==> config.mk <==
export PLATFORM = sky130hd
export DESIGN_NAME = aux_cmd_device_flat
export DESIGN_NICKNAME = d
export VERILOG_FILES = /design/src/verilog/aux_cmd_pkg.sv /design/src/verilog/aux_spi_if.sv /design/src/verilog/aux_cmd_device.sv /design/src/verilog/aux_shift8.sv /design/src/flat_wrapper.sv
export VERILOG_INCLUDE_DIRS = /design/src /design/src/verilog
export SDC_FILE = /design/constraint.sdc
export NUM_CORES = 1
export LEC_CHECK = 0
export ABC_AREA = 1
export BUFFER_PORTS_ARGS = -buffer_cell sky130_fd_sc_hd__buf_2
export CAP_MARGIN = 25
export CORE_MARGIN = 3
export CORE_UTILIZATION = 61
export CTS_CLUSTER_SIZE = 8
export DETAILED_ROUTE_END_ITERATION = 8
export PLACE_DENSITY_LB_ADDON = 0.12
export SETUP_SLACK_MARGIN = 0.2
export SLEW_MARGIN = 20
export SYNTH_ARGS = -nofsm -noshare
export SYNTH_HDL_FRONTEND = slang
export SYNTH_HIERARCHICAL = 1
export SYNTH_SLANG_ARGS = --single-unit
==> constraint.sdc <==
create_clock -name mclk_i -period 8.1 [get_ports mclk_i]
set_input_delay 1.215 -clock mclk_i [delete_from_list [all_inputs] [get_ports mclk_i]]
set_output_delay 1.215 -clock mclk_i [all_outputs]
set_load 0.05 [all_outputs]
==> src/verilog/aux_cmd_consts.svh <==
// Constants for the auxiliary supply command link
`ifndef AUX_CMD_CONSTS_SVH
`define AUX_CMD_CONSTS_SVH
`define OP_STANDBY        8'he0
`define OP_SLEEP          8'he1
`define OP_WRITE_ENABLE   8'h06
`define OP_STATUS_READ    8'h05
`define OP_RESPONSE_READ  8'h15
`define OP_AUX_VWRITE     8'he5
`define OP_AUX_PWRITE     8'he6
`define OP_AUX_READ_PREP  8'he7
`define AUX_WRITABLE_MASK 32'h0001_dfff
`define AUX_RESET_VALUE   32'h0000_0000
`define AUX_EN_POS        16
`define AUX_BYP_POS       15
`define AUX_RATIO_POS     14
`define AUX_DRIVE_HI      12
`define AUX_DRIVE_LO      11
`define AUX_DIV_HI        10
`define AUX_DIV_LO        8
`define AUX_LOOP_POS      7
`define AUX_LEVEL_HI      6
`define AUX_LEVEL_LO      0
`define STAT_BUSY_N_POS   0
`define STAT_WEL_POS      1
`define STAT_SLEEP_POS    2
`define WAKE_CYCLES       8'h10
`define SCK_HALF_CYCLES   4'h2
`define CTL_REG_CMD       2'h0
`define CTL_REG_DATA      2'h1
`define CTL_REG_STAT      2'h2
`define CTL_REG_RESULT    2'h3
`endif

==> src/verilog/aux_cmd_pkg.sv <==
// Types shared by both ends of the auxiliary supply command link
package aux_cmd_pkg;
    typedef enum logic [2:0]
    {
        DEV_IDLE = 3'b000,
        DEV_OPC  = 3'b001,
        DEV_DATA = 3'b011,
        DEV_OUT  = 3'b010,
        DEV_SKIP = 3'b110
    } dev_state_t;
    typedef enum logic [1:0]
    {
        HOST_IDLE = 2'b00,
        HOST_SHIFT = 2'b01,
        HOST_DONE = 2'b11
    } host_state_t;
endpackage

==> src/verilog/aux_spi_if.sv <==
// SPI link between host controller and auxiliary supply command decoder
`timescale 1ns/100ps
interface aux_spi_if;
    logic cs_n;
    logic sck;
    logic mosi;
    logic miso;
    logic miso_oe;
    modport device (input cs_n, input sck, input mosi,
                    output miso, output miso_oe);
    modport host (output cs_n, output sck, output mosi,
                  input miso, input miso_oe);
endinterface
==> src/verilog/aux_cmd_device.sv <==
// Device end: decodes auxiliary supply and standby commands
//
// The register addresses and strobed register access were chosen for this implementation.
`timescale 1ns/100ps
`include "aux_cmd_consts.svh"
// Notes on behaviour
// - Opcode e0 requests standby
// - e5 plus four bytes, no enable needed
// - e6 needs prior write enable
// - Persistent copy loaded after every reset
// - e7 stages value, response read outputs
// - Bit16 enable, bit15 bypass, reset zero
// - Bit14 ratio two or three
// - Bits 12:11 drive strength quarters
// - Bits 10:8 clock divide power two
// - Bit7 closed loop regulation
// - Bits 6:0 comparator level
// - Strap low: fixed high supply, bypass
// - Strap high: wide range via converter
// - No auxiliary output during sleep
// - Host polls ready before response read
// - Standby from sleep ramps, then ready
module aux_cmd_device
    import aux_cmd_pkg::*;
(
    input  wire logic       mclk_i,
    input  wire logic       srst_i,
    aux_spi_if.device       spi,
    input  wire logic       supply_mode_strap_i,
    output logic            fixed_high_supply_mode_o,
    output logic            array_conv_en_o,
    output logic            aux_out_en_o,
    output logic            aux_bypass_o,
    output logic            aux_ratio3_o,
    output logic [1:0]      aux_drive_o,
    output logic [7:0]      aux_div_o,
    output logic            aux_closed_loop_o,
    output logic [6:0]      aux_level_o,
    output logic            sleep_o,
    output logic            ready_o
);
    ////////////////////////////////////////////////////////////////////////
    logic [31:0] aux_supply_settings_ff;
    logic [31:0] persist_ff = `AUX_RESET_VALUE; // Blank cells read zero
    logic [31:0] resp_ff;
    logic [31:0] data_ff;
    logic [31:0] shout_ff;
    logic        out_stat_ff;
    logic        out_armed_ff;
    logic [7:0]  opc_ff;
    logic [2:0]  nbytes_ff;
    logic [7:0]  wake_ff;
    logic        wel_ff;
    logic        sleep_ff;
    logic        sck_d_ff;
    logic        cs_d_ff;
    logic        fhs_ff;
    logic        strap_taken_ff;
    dev_state_t  state_ff;
    dev_state_t  nxt_state;
    logic        rise;
    logic        fall;
    logic        frame_end;
    logic [7:0]  rx_byte;
    logic        rx_full;
    logic [7:0]  stat_byte;
    logic [31:0] rx_word;
    ////////////////////////////////////////////////////////////////////////
    // Edge detection on link pins, sampled as synchronous inputs
    always_ff @(posedge mclk_i)
    begin
        if (srst_i)
        begin
            sck_d_ff <= 1'b0;
            cs_d_ff  <= 1'b1;
        end
        else
        begin
            sck_d_ff <= spi.sck;
            cs_d_ff  <= spi.cs_n;
        end
    end
    assign rise      = !spi.cs_n && spi.sck && !sck_d_ff;
    assign fall      = !spi.cs_n && !spi.sck && sck_d_ff;
    assign frame_end = spi.cs_n && !cs_d_ff;

    aux_shift8 u_rx
    (
        .mclk_i     (mclk_i),
        .srst_i     (srst_i),
        .clr_i      (spi.cs_n),
        .step_i     (rise),
        .bit_i      (spi.mosi),
        .load_i     (1'b0),
        .load_val_i (8'h00),
        .byte_o     (rx_byte),
        .full_o     (rx_full)
    );
    // Byte just completed, including the bit arriving now
    logic [7:0] rx_now;
    assign rx_now  = {rx_byte[6:0], spi.mosi};
    assign rx_word = {data_ff[23:0], rx_now};

    ////////////////////////////////////////////////////////////////////////
    // Opcode decode; sleep admits only standby, status and sleep
    always_comb
    begin
        nxt_state = state_ff;
        case (state_ff)
            DEV_IDLE: if (!spi.cs_n) nxt_state = DEV_OPC;
            DEV_OPC:
                if (rx_full)
                begin
                    if (rx_now == `OP_AUX_VWRITE && !sleep_ff)
                        nxt_state = DEV_DATA;
                    else if (rx_now == `OP_AUX_PWRITE && !sleep_ff && wel_ff)
                        nxt_state = DEV_DATA;
                    else if (rx_now == `OP_STATUS_READ ||
                             (rx_now == `OP_RESPONSE_READ && !sleep_ff))
                        nxt_state = DEV_OUT;
                    else
                        nxt_state = DEV_SKIP;
                end
            DEV_DATA: if (rx_full && nbytes_ff == 3'h3) nxt_state = DEV_SKIP;
            DEV_OUT:  nxt_state = DEV_OUT;
            DEV_SKIP: nxt_state = DEV_SKIP;
            default:  nxt_state = DEV_IDLE;
        endcase
        if (spi.cs_n)
            nxt_state = DEV_IDLE;
    end
    always_ff @(posedge mclk_i)
    begin
        if (srst_i)
            state_ff <= DEV_IDLE;
        else
            state_ff <= nxt_state;
    end
    // Latched opcode and data byte count
    always_ff @(posedge mclk_i)
    begin
        if (srst_i)
        begin
            opc_ff    <= 8'h00;
            nbytes_ff <= 3'h0;
            data_ff   <= 32'h0;
        end
        else if (state_ff == DEV_OPC && rx_full)
        begin
            opc_ff    <= rx_now;
            nbytes_ff <= 3'h0;
        end
        else if (state_ff == DEV_DATA && rx_full)
        begin
            data_ff   <= rx_word;
            nbytes_ff <= nbytes_ff + 3'h1;
        end
    end
    ////////////////////////////////////////////////////////////////////////
    // Persistent copy survives reset, standing in for non-volatile cells
    always_ff @(posedge mclk_i)
    begin
        if (state_ff == DEV_DATA && rx_full && nbytes_ff == 3'h3 &&
            opc_ff == `OP_AUX_PWRITE)
            persist_ff <= rx_word & `AUX_WRITABLE_MASK;
    end
    // Active settings: reset reloads the persistent copy
    always_ff @(posedge mclk_i)
    begin
        if (srst_i)
            aux_supply_settings_ff <= persist_ff & `AUX_WRITABLE_MASK;
        else if (state_ff == DEV_DATA && rx_full && nbytes_ff == 3'h3)
            aux_supply_settings_ff <= rx_word & `AUX_WRITABLE_MASK;
    end
    // Write enable latch: set by its command, spent by persistent write
    always_ff @(posedge mclk_i)
    begin
        if (srst_i)
            wel_ff <= 1'b0;
        else if (state_ff == DEV_OPC && rx_full && rx_now == `OP_WRITE_ENABLE
                 && !sleep_ff)
            wel_ff <= 1'b1;
        else if (frame_end && opc_ff == `OP_AUX_PWRITE)
            wel_ff <= 1'b0;
    end
    // Response buffer staged by read-prepare at frame end
    always_ff @(posedge mclk_i)
    begin
        if (srst_i)
            resp_ff <= 32'h0;
        else if (frame_end && opc_ff == `OP_AUX_READ_PREP && !sleep_ff)
            resp_ff <= aux_supply_settings_ff;
    end
    ////////////////////////////////////////////////////////////////////////
    // Power mode and wake countdown; ready held off while ramping
    always_ff @(posedge mclk_i)
    begin
        if (srst_i)
        begin
            sleep_ff <= 1'b0;
            wake_ff  <= 8'h00;
        end
        else if (frame_end && opc_ff == `OP_SLEEP && wake_ff == 8'h00)
            sleep_ff <= 1'b1;
        else if (frame_end && opc_ff == `OP_STANDBY && sleep_ff)
        begin
            sleep_ff <= 1'b0;
            wake_ff  <= `WAKE_CYCLES;
        end
        else if (wake_ff != 8'h00)
            wake_ff <= wake_ff - 8'h01;
    end
    assign ready_o = (wake_ff == 8'h00) && !sleep_ff;
    assign sleep_o = sleep_ff;
    // Strap caught once after reset release
    always_ff @(posedge mclk_i)
    begin
        if (srst_i)
        begin
            fhs_ff         <= 1'b0;
            strap_taken_ff <= 1'b0;
        end
        else if (!strap_taken_ff)
        begin
            fhs_ff         <= !supply_mode_strap_i;
            strap_taken_ff <= 1'b1;
        end
    end
    assign fixed_high_supply_mode_o = fhs_ff;
    assign array_conv_en_o = strap_taken_ff && !fhs_ff;
    ////////////////////////////////////////////////////////////////////////
    // Field decode of active settings
    assign aux_out_en_o = aux_supply_settings_ff[`AUX_EN_POS] && !sleep_ff
                          && ready_o;
    assign aux_bypass_o = aux_supply_settings_ff[`AUX_BYP_POS];
    assign aux_ratio3_o = aux_supply_settings_ff[`AUX_RATIO_POS];
    assign aux_drive_o  =
        aux_supply_settings_ff[`AUX_DRIVE_HI:`AUX_DRIVE_LO];
    assign aux_div_o    = 8'h01 <<
        aux_supply_settings_ff[`AUX_DIV_HI:`AUX_DIV_LO];
    assign aux_closed_loop_o = aux_supply_settings_ff[`AUX_LOOP_POS];
    assign aux_level_o  =
        aux_supply_settings_ff[`AUX_LEVEL_HI:`AUX_LEVEL_LO];
    ////////////////////////////////////////////////////////////////////////
    // Status byte: bit0 busy (active low ready), bit1 enable latch, bit2 sleep
    assign stat_byte = {5'h00, sleep_ff, wel_ff, !ready_o};
    // Source picked at opcode end; loading on the first fall keeps miso
    // still while sck is high and the MSB is not shifted away unseen
    always_ff @(posedge mclk_i)
    begin
        if (srst_i)
        begin
            out_stat_ff  <= 1'b0;
            out_armed_ff <= 1'b0;
        end
        else if (state_ff == DEV_OPC && rx_full)
        begin
            out_stat_ff  <= (rx_now == `OP_STATUS_READ);
            out_armed_ff <= 1'b0;
        end
        else if (state_ff == DEV_OUT && fall)
            out_armed_ff <= 1'b1;
    end
    // First fall places the MSB, later falls shift
    always_ff @(posedge mclk_i)
    begin
        if (srst_i)
            shout_ff <= 32'h0;
        else if (state_ff == DEV_OUT && fall && !out_armed_ff)
            shout_ff <= out_stat_ff ? {stat_byte, 24'h0} : resp_ff;
        else if (state_ff == DEV_OUT && fall)
            shout_ff <= {shout_ff[30:0], 1'b0};
    end
    assign spi.miso    = shout_ff[31];
    assign spi.miso_oe = (state_ff == DEV_OUT) && !spi.cs_n;
endmodule

==> src/verilog/aux_shift8.sv <==
// Byte shifter with bit counter, MSB first
`timescale 1ns/100ps
module aux_shift8
(
    input  wire logic       mclk_i,
    input  wire logic       srst_i,
    input  wire logic       clr_i,
    input  wire logic       step_i,
    input  wire logic       bit_i,
    input  wire logic       load_i,
    input  wire logic [7:0] load_val_i,
    output logic      [7:0] byte_o,
    output logic            full_o
);
    logic [2:0] cnt_ff;
    // Shift register, load wins over shift
    always_ff @(posedge mclk_i)
    begin
        if (srst_i)
            byte_o <= 8'h00;
        else if (load_i)
            byte_o <= load_val_i;
        else if (step_i)
            byte_o <= {byte_o[6:0], bit_i};
    end
    // Bit count; wraps at eight
    always_ff @(posedge mclk_i)
    begin
        if (srst_i || clr_i)
            cnt_ff <= 3'h0;
        else if (step_i)
            cnt_ff <= cnt_ff + 3'h1;
    end
    assign full_o = step_i && (cnt_ff == 3'h7);
endmodule

==> src/flat_wrapper.sv <==
// flat-port wrapper written by rule: the top's interface ports become plain ports
module aux_cmd_device_flat import aux_cmd_pkg::*;
  (mclk_i, srst_i, supply_mode_strap_i, fixed_high_supply_mode_o, array_conv_en_o, aux_out_en_o, aux_bypass_o, aux_ratio3_o, aux_drive_o, aux_div_o, aux_closed_loop_o, aux_level_o, sleep_o, ready_o, spi_cs_n, spi_sck, spi_mosi, spi_miso, spi_miso_oe);
  aux_spi_if spi_i ();
  input  wire logic mclk_i;
  input  wire logic srst_i;
  input  wire logic supply_mode_strap_i;
  output logic fixed_high_supply_mode_o;
  output logic array_conv_en_o;
  output logic aux_out_en_o;
  output logic aux_bypass_o;
  output logic aux_ratio3_o;
  output logic [1:0] aux_drive_o;
  output logic [7:0] aux_div_o;
  output logic aux_closed_loop_o;
  output logic [6:0] aux_level_o;
  output logic sleep_o;
  output logic ready_o;
  input wire logic [$bits(spi_i.cs_n)-1:0] spi_cs_n;
  input wire logic [$bits(spi_i.sck)-1:0] spi_sck;
  input wire logic [$bits(spi_i.mosi)-1:0] spi_mosi;
  output wire logic [$bits(spi_i.miso)-1:0] spi_miso;
  output wire logic [$bits(spi_i.miso_oe)-1:0] spi_miso_oe;
  assign spi_i.cs_n = spi_cs_n;
  assign spi_i.sck = spi_sck;
  assign spi_i.mosi = spi_mosi;
  assign spi_miso = spi_i.miso;
  assign spi_miso_oe = spi_i.miso_oe;
  aux_cmd_device u_core (.mclk_i(mclk_i), .srst_i(srst_i), .spi(spi_i), .supply_mode_strap_i(supply_mode_strap_i), .fixed_high_supply_mode_o(fixed_high_supply_mode_o), .array_conv_en_o(array_conv_en_o), .aux_out_en_o(aux_out_en_o), .aux_bypass_o(aux_bypass_o), .aux_ratio3_o(aux_ratio3_o), .aux_drive_o(aux_drive_o), .aux_div_o(aux_div_o), .aux_closed_loop_o(aux_closed_loop_o), .aux_level_o(aux_level_o), .sleep_o(sleep_o), .ready_o(ready_o));
endmodule
### Word level (Yosys, flattened, before mapping)

Cells that the tools add are included.

* $add $sub $neg: 3
* equal/unequal tests: 17
* shifts and indexed selects: 1
* mux-type cells: 18
* bitwise logic cells: 2
* reductions and logical operators: 55

Operators by type and width (number)
* $mux W32: 2
* $eq A8 B8 Y1 const B: 6
* $mux W17: 2
* $logic_and A1 B1 Y1: 31
* $mux W27: 1
* $eq A8 B3 Y1 const B: 2
* $mux W8: 2
* $mux W3: 5
* $pmux W3 S5: 1
* $reduce_bool A2 Y1: 5
* $eq A3 B2 Y1 const B: 3
* $logic_not A1 Y1: 9
* $eq A8 B5 Y1 const B: 1
* $logic_not A8 Y1: 1
* $reduce_bool A8 Y1: 1
* $shl A1 B3 Y8 const A: 1
* $sub A8 B1 Y8 const B: 1
* $add A3 B1 Y3 const B: 2
* $eq A3 B3 Y1 const B: 2
* $reduce_and A2 Y1: 3
* $mux W1: 5
* $ne A2 B1 Y1 const B: 2
* $reduce_or A2 Y1: 2
* $eq A3 B1 Y1 const B: 1
* 3 further kinds: 5

* flip-flop bits (word level): 129
* bits of input ports: 6
* output and inout bits: 27
* logic and storage cells: 115

### Depth between registers and ports, before layout

* word-level depth: 8
* mapped depth: 12
* mapped depth without buffers: 11

### Modules after synthesis

Netlist, hierarchy kept.

Modules (own cells, without submodules)
* aux_cmd_device: instances 1, cells each 595, area an instance 4991.0 sq um, sequential area each 2682.6 sq um
* aux_shift8: instances 1, cells each 80, area an instance 549.3 sq um, sequential area each 220.2 sq um

### Least setup slack after synthesis

OpenSTA, ideal clock, no wires.

* path type: in2reg
* start point: input spi_sck
* end point: register u_core.aux_supply_settings_ff[0] (enable)
* library setup time: 411 ps
* arrival time: 3577 ps
* required time: 7689 ps
* path slack: 4112 ps
* stages: 8
* buffers on the path: 2
* cells stage by stage: inv_1 > nor3_1 > buf_6 > nand2_1 > inv_1 > nand2_1 > clkbuf_1 > o21ai_0

* cells in the longest elaborated chain, start to end: 6

Ends and longest elaborated chain
* from (decl): RTL line flat_wrapper.sv:20 `input wire logic [$bits(spi_i.sck)-1:0] spi_sck;`
* $logic_and A1 B1 Y1 (2 in a row): RTL line aux_cmd_device.sv:83 `assign rise = !spi.cs_n && spi.sck && !sck_d_ff;`
* named net u_core.rise: RTL line aux_cmd_device.sv:61 `logic rise;`
* $logic_and A1 B1 Y1: RTL line aux_shift8.sv:34 `assign full_o = step_i && (cnt_ff == 3'h7);`
* named net u_core.rx_full: RTL line aux_cmd_device.sv:65 `logic rx_full;`
* $logic_and A1 B1 Y1 (2 in a row): RTL line aux_cmd_device.sv:172 `else if (state_ff == DEV_DATA && rx_full && nbytes_ff == 3'h3)`
* $reduce_bool A2 Y1 (no line)
* to (signal assigned): RTL line aux_cmd_device.sv:171 `` aux_supply_settings_ff <= persist_ff & `AUX_WRITABLE_MASK; ``
* to (signal assigned): RTL line aux_cmd_device.sv:173 `` aux_supply_settings_ff <= rx_word & `AUX_WRITABLE_MASK; ``
* to (decl): RTL line aux_cmd_device.sv:43 `logic [31:0] aux_supply_settings_ff;`

The timed path passes the listed nets, and every way through them passes these cells.
A chain may end at the register's enable or synchronous reset.

### Final worst setup path

* start point: register u_core.wake_ff[0]
* end point: output aux_out_en_o

* cells in the longest elaborated chain, start to end: 3

Ends and longest elaborated chain
* from (decl): RTL line aux_cmd_device.sv:52 `logic [7:0] wake_ff;`
* from (signal assigned): RTL line aux_cmd_device.sv:208 `` wake_ff <= `WAKE_CYCLES; ``
* from (signal assigned): RTL line aux_cmd_device.sv:211 `wake_ff <= wake_ff - 8'h01;`
* $logic_not A8 Y1: RTL line aux_cmd_device.sv:213 `assign ready_o = (wake_ff == 8'h00) && !sleep_ff;`
* $logic_and A1 B1 Y1: RTL line aux_cmd_device.sv:213
* $logic_and A1 B1 Y1: RTL line aux_cmd_device.sv:233 `` assign aux_out_en_o = aux_supply_settings_ff[`AUX_EN_POS] && !sleep_ff ``
* to (decl): RTL line flat_wrapper.sv:10 `output logic aux_out_en_o;`

Every way passes these cells.

==> results.tsv <==
metric	value	unit
grt ovf	0	
CP Max Fanout	7	
Vias per Instance	5.48	
Comb pwr share	13.8	%
Worst EP required	6.88	ns
Sum Neg Setup Slack	0	ns
setup violators final	0	
I/O Buffers	32	
leakage power	2.61	nW
layout cells sized above 1	14.3	%
post-route cell area	0.00621	mm2
Final Hold Viols	0	
Pwr Density	269	mW/mm2
CORE AREA	0.00846	mm2
cells after synthesis	668	
number of diodes	0	
Post-CTS Resized	0	
# DRC	0	
fmax	0.285	GHz
met2 WL	5500	um
Root Driver	clkbuf_8	
worst hold path cell count	0	
die area	0.0102	mm2
Crit Path Class	register to output pin	
largest net degree at the start of global routing	55	
M1 WL	4870	um
via count	4441	
fin crit share	43.4	%
Initial DRC Count	326	
Max VDD drop	0.186	mV
setup bufs post-CTS	0	
Clock power frac	43.8	%
Hold Startpoint	u_core/data_ff[6]	
WP data arrival	2.30	ns
YS warnings	6	
Antenna Nets Post-Route	0	
Die X	101	um
max_slew headroom	49.9	%
Top Metal Used	met4	
final clock skew	0.00710	ns
worst-case clock buffer depth	2	
CTS tree	yes	
RR Startpoint	u_core/sck_d_ff	
HPWL after DPL	7400	um
first-pass GRT wire length	19400	um
Min-Delay Path Class	register to register	
Worst Tran Pin Value	0.749	ns
vias in the first global route	4173	
crit start category	register	
gp weighted congestion	0.817	
cts hold-fix bufs	0	
reg-to-reg endpoint	u_core/persist_ff[2]	
post-layout util	73.4	%
internal power	1.19	mW
Tot Pwr	1.67	mW
crit path time final	3.51	ns
H-tree depth	4	
row count	33	
Total GRT Usage	23.9	%
FF-to-FF path depth	7	
Final nets	705	
share of power burned in registers	42.3	%
die height	101	um
clock sinks	128	
IO Count	33	
Num CTS Buffers	17	
Avg WL per Cell	13.8	um
unrepaired setup endpoints after global routing	no	
max-slew violations	0	
most frequent cells in the layout	111 x nand2_1, 95 x dfxtp_1, 86 x nor2_1	
Mapped Avg Cell Area	8.23	um2
initial antenna violation count	0	
commonest non-fill, non-tap cell in the layout	nand2_1	
DRT Wirelength	11200	um
Clk Latency, worst-skew pair	0.52	ns
sw power	0.478	mW
area grow syn2layout	13.0	%
setup slack on the worst flop-to-flop path	5.47	ns
Cell Area, Placed	0.00563	mm2
Pre-Repair DR Iteration Count	5	
initial core utilization	64.9	%
MaxCap Viol Count	0	
Netlist Area Pre-Place	0.00550	mm2
CP Capture Type	output pin	
Worst Hold Endpoint	u_core/persist_ff[14]	
Switching Share	28.6	%
WHS	0.430	ns
clock transition at the registers of the reported paths	0.06	ns
DR WL met3	651	um
status	completed	
-- power by group through the flow --
stage	clock [mW]	sequential, mW	combinational (mW)
detailed placement	0	0.720	0.228
finish	0.732	0.707	0.231
global route	0.778	0.710	0.264
CTS	0.743	0.706	0.231
global placement	0	0.719	0.223
floorplan	0	0.716	0.187
-- registers in the layout, indices dropped and copies added (netlist names), named ones only --
signal / cells
u_core/out_stat_ff: 1
u_core/u_rx/byte_o: 7
u_core/nbytes_ff: 3
u_core/sck_d_ff: 1
u_core/cs_d_ff: 1
u_core/wake_ff: 8
u_core/shout_ff: 32
u_core/data_ff: 8
u_core/persist_ff: 16
u_core/wel_ff: 1
u_core/sleep_o: 1
u_core/resp_ff: 16
u_core/strap_taken_ff: 1
u_core/u_rx/cnt_ff: 3
u_core/state_ff: 2
u_core/aux_supply_settings_ff: 16
u_core/opc_ff: 8
u_core/out_armed_ff: 1
u_core/fixed_high_supply_mode_o: 1
-- worst max-delay path by stage --
stage | slack, ns | cells after the start | from | endpoint
detailed placement | 4.47 | 8 | spi_cs_n | u_core/persist_ff[14]
global placement | 4.27 | 7 | spi_cs_n | u_core/aux_supply_settings_ff[1]
finish | 4.59 | 7 | u_core/wake_ff[0] | aux_out_en_o
global route | 4.44 | 7 | u_core/wake_ff[0] | aux_out_en_o
floorplan | 4.12 | 8 | spi_sck | u_core/aux_supply_settings_ff[0]
CTS | 4.62 | 7 | u_core/wake_ff[0] | aux_out_en_o
-- worst max-delay path, cell delays in order, from the launching register on --
cell,delay [ns]
dfxtp_1,0.32
inv_1,0.17
ha_1,0.18
nand3_1,0.07
nor2_1,0.36
nand2_1,0.18
nor2_1,0.21
buf_2,0.30
-- through the flow --
stage                     instances  setup slack, ns
after global routing            811             4.44
after floorplan                 675             4.12
after detailed placement        779             4.47
after global placement          778             4.27
final                           811             4.59
after CTS                       811             4.62
-- per-layer routing --
layer  global-route usage [%]  up-vias
met2                     38.9      131
li1                         -     2222
met3                     5.88       24
met5                        0        -
met1                     30.3     2064
met4                     10.1        0
-- final cells by class --
type                    count  area (um2)
multi-input cells         429        2110
clock inverters            14         144
fillers                   607        2250
well taps                 105         131
repair buffers             36         194
flip-flops and latches    128        2880
inverters                  81         304
clock buffers              18         439
No activity file was read; power rests on OpenSTA's default activity.
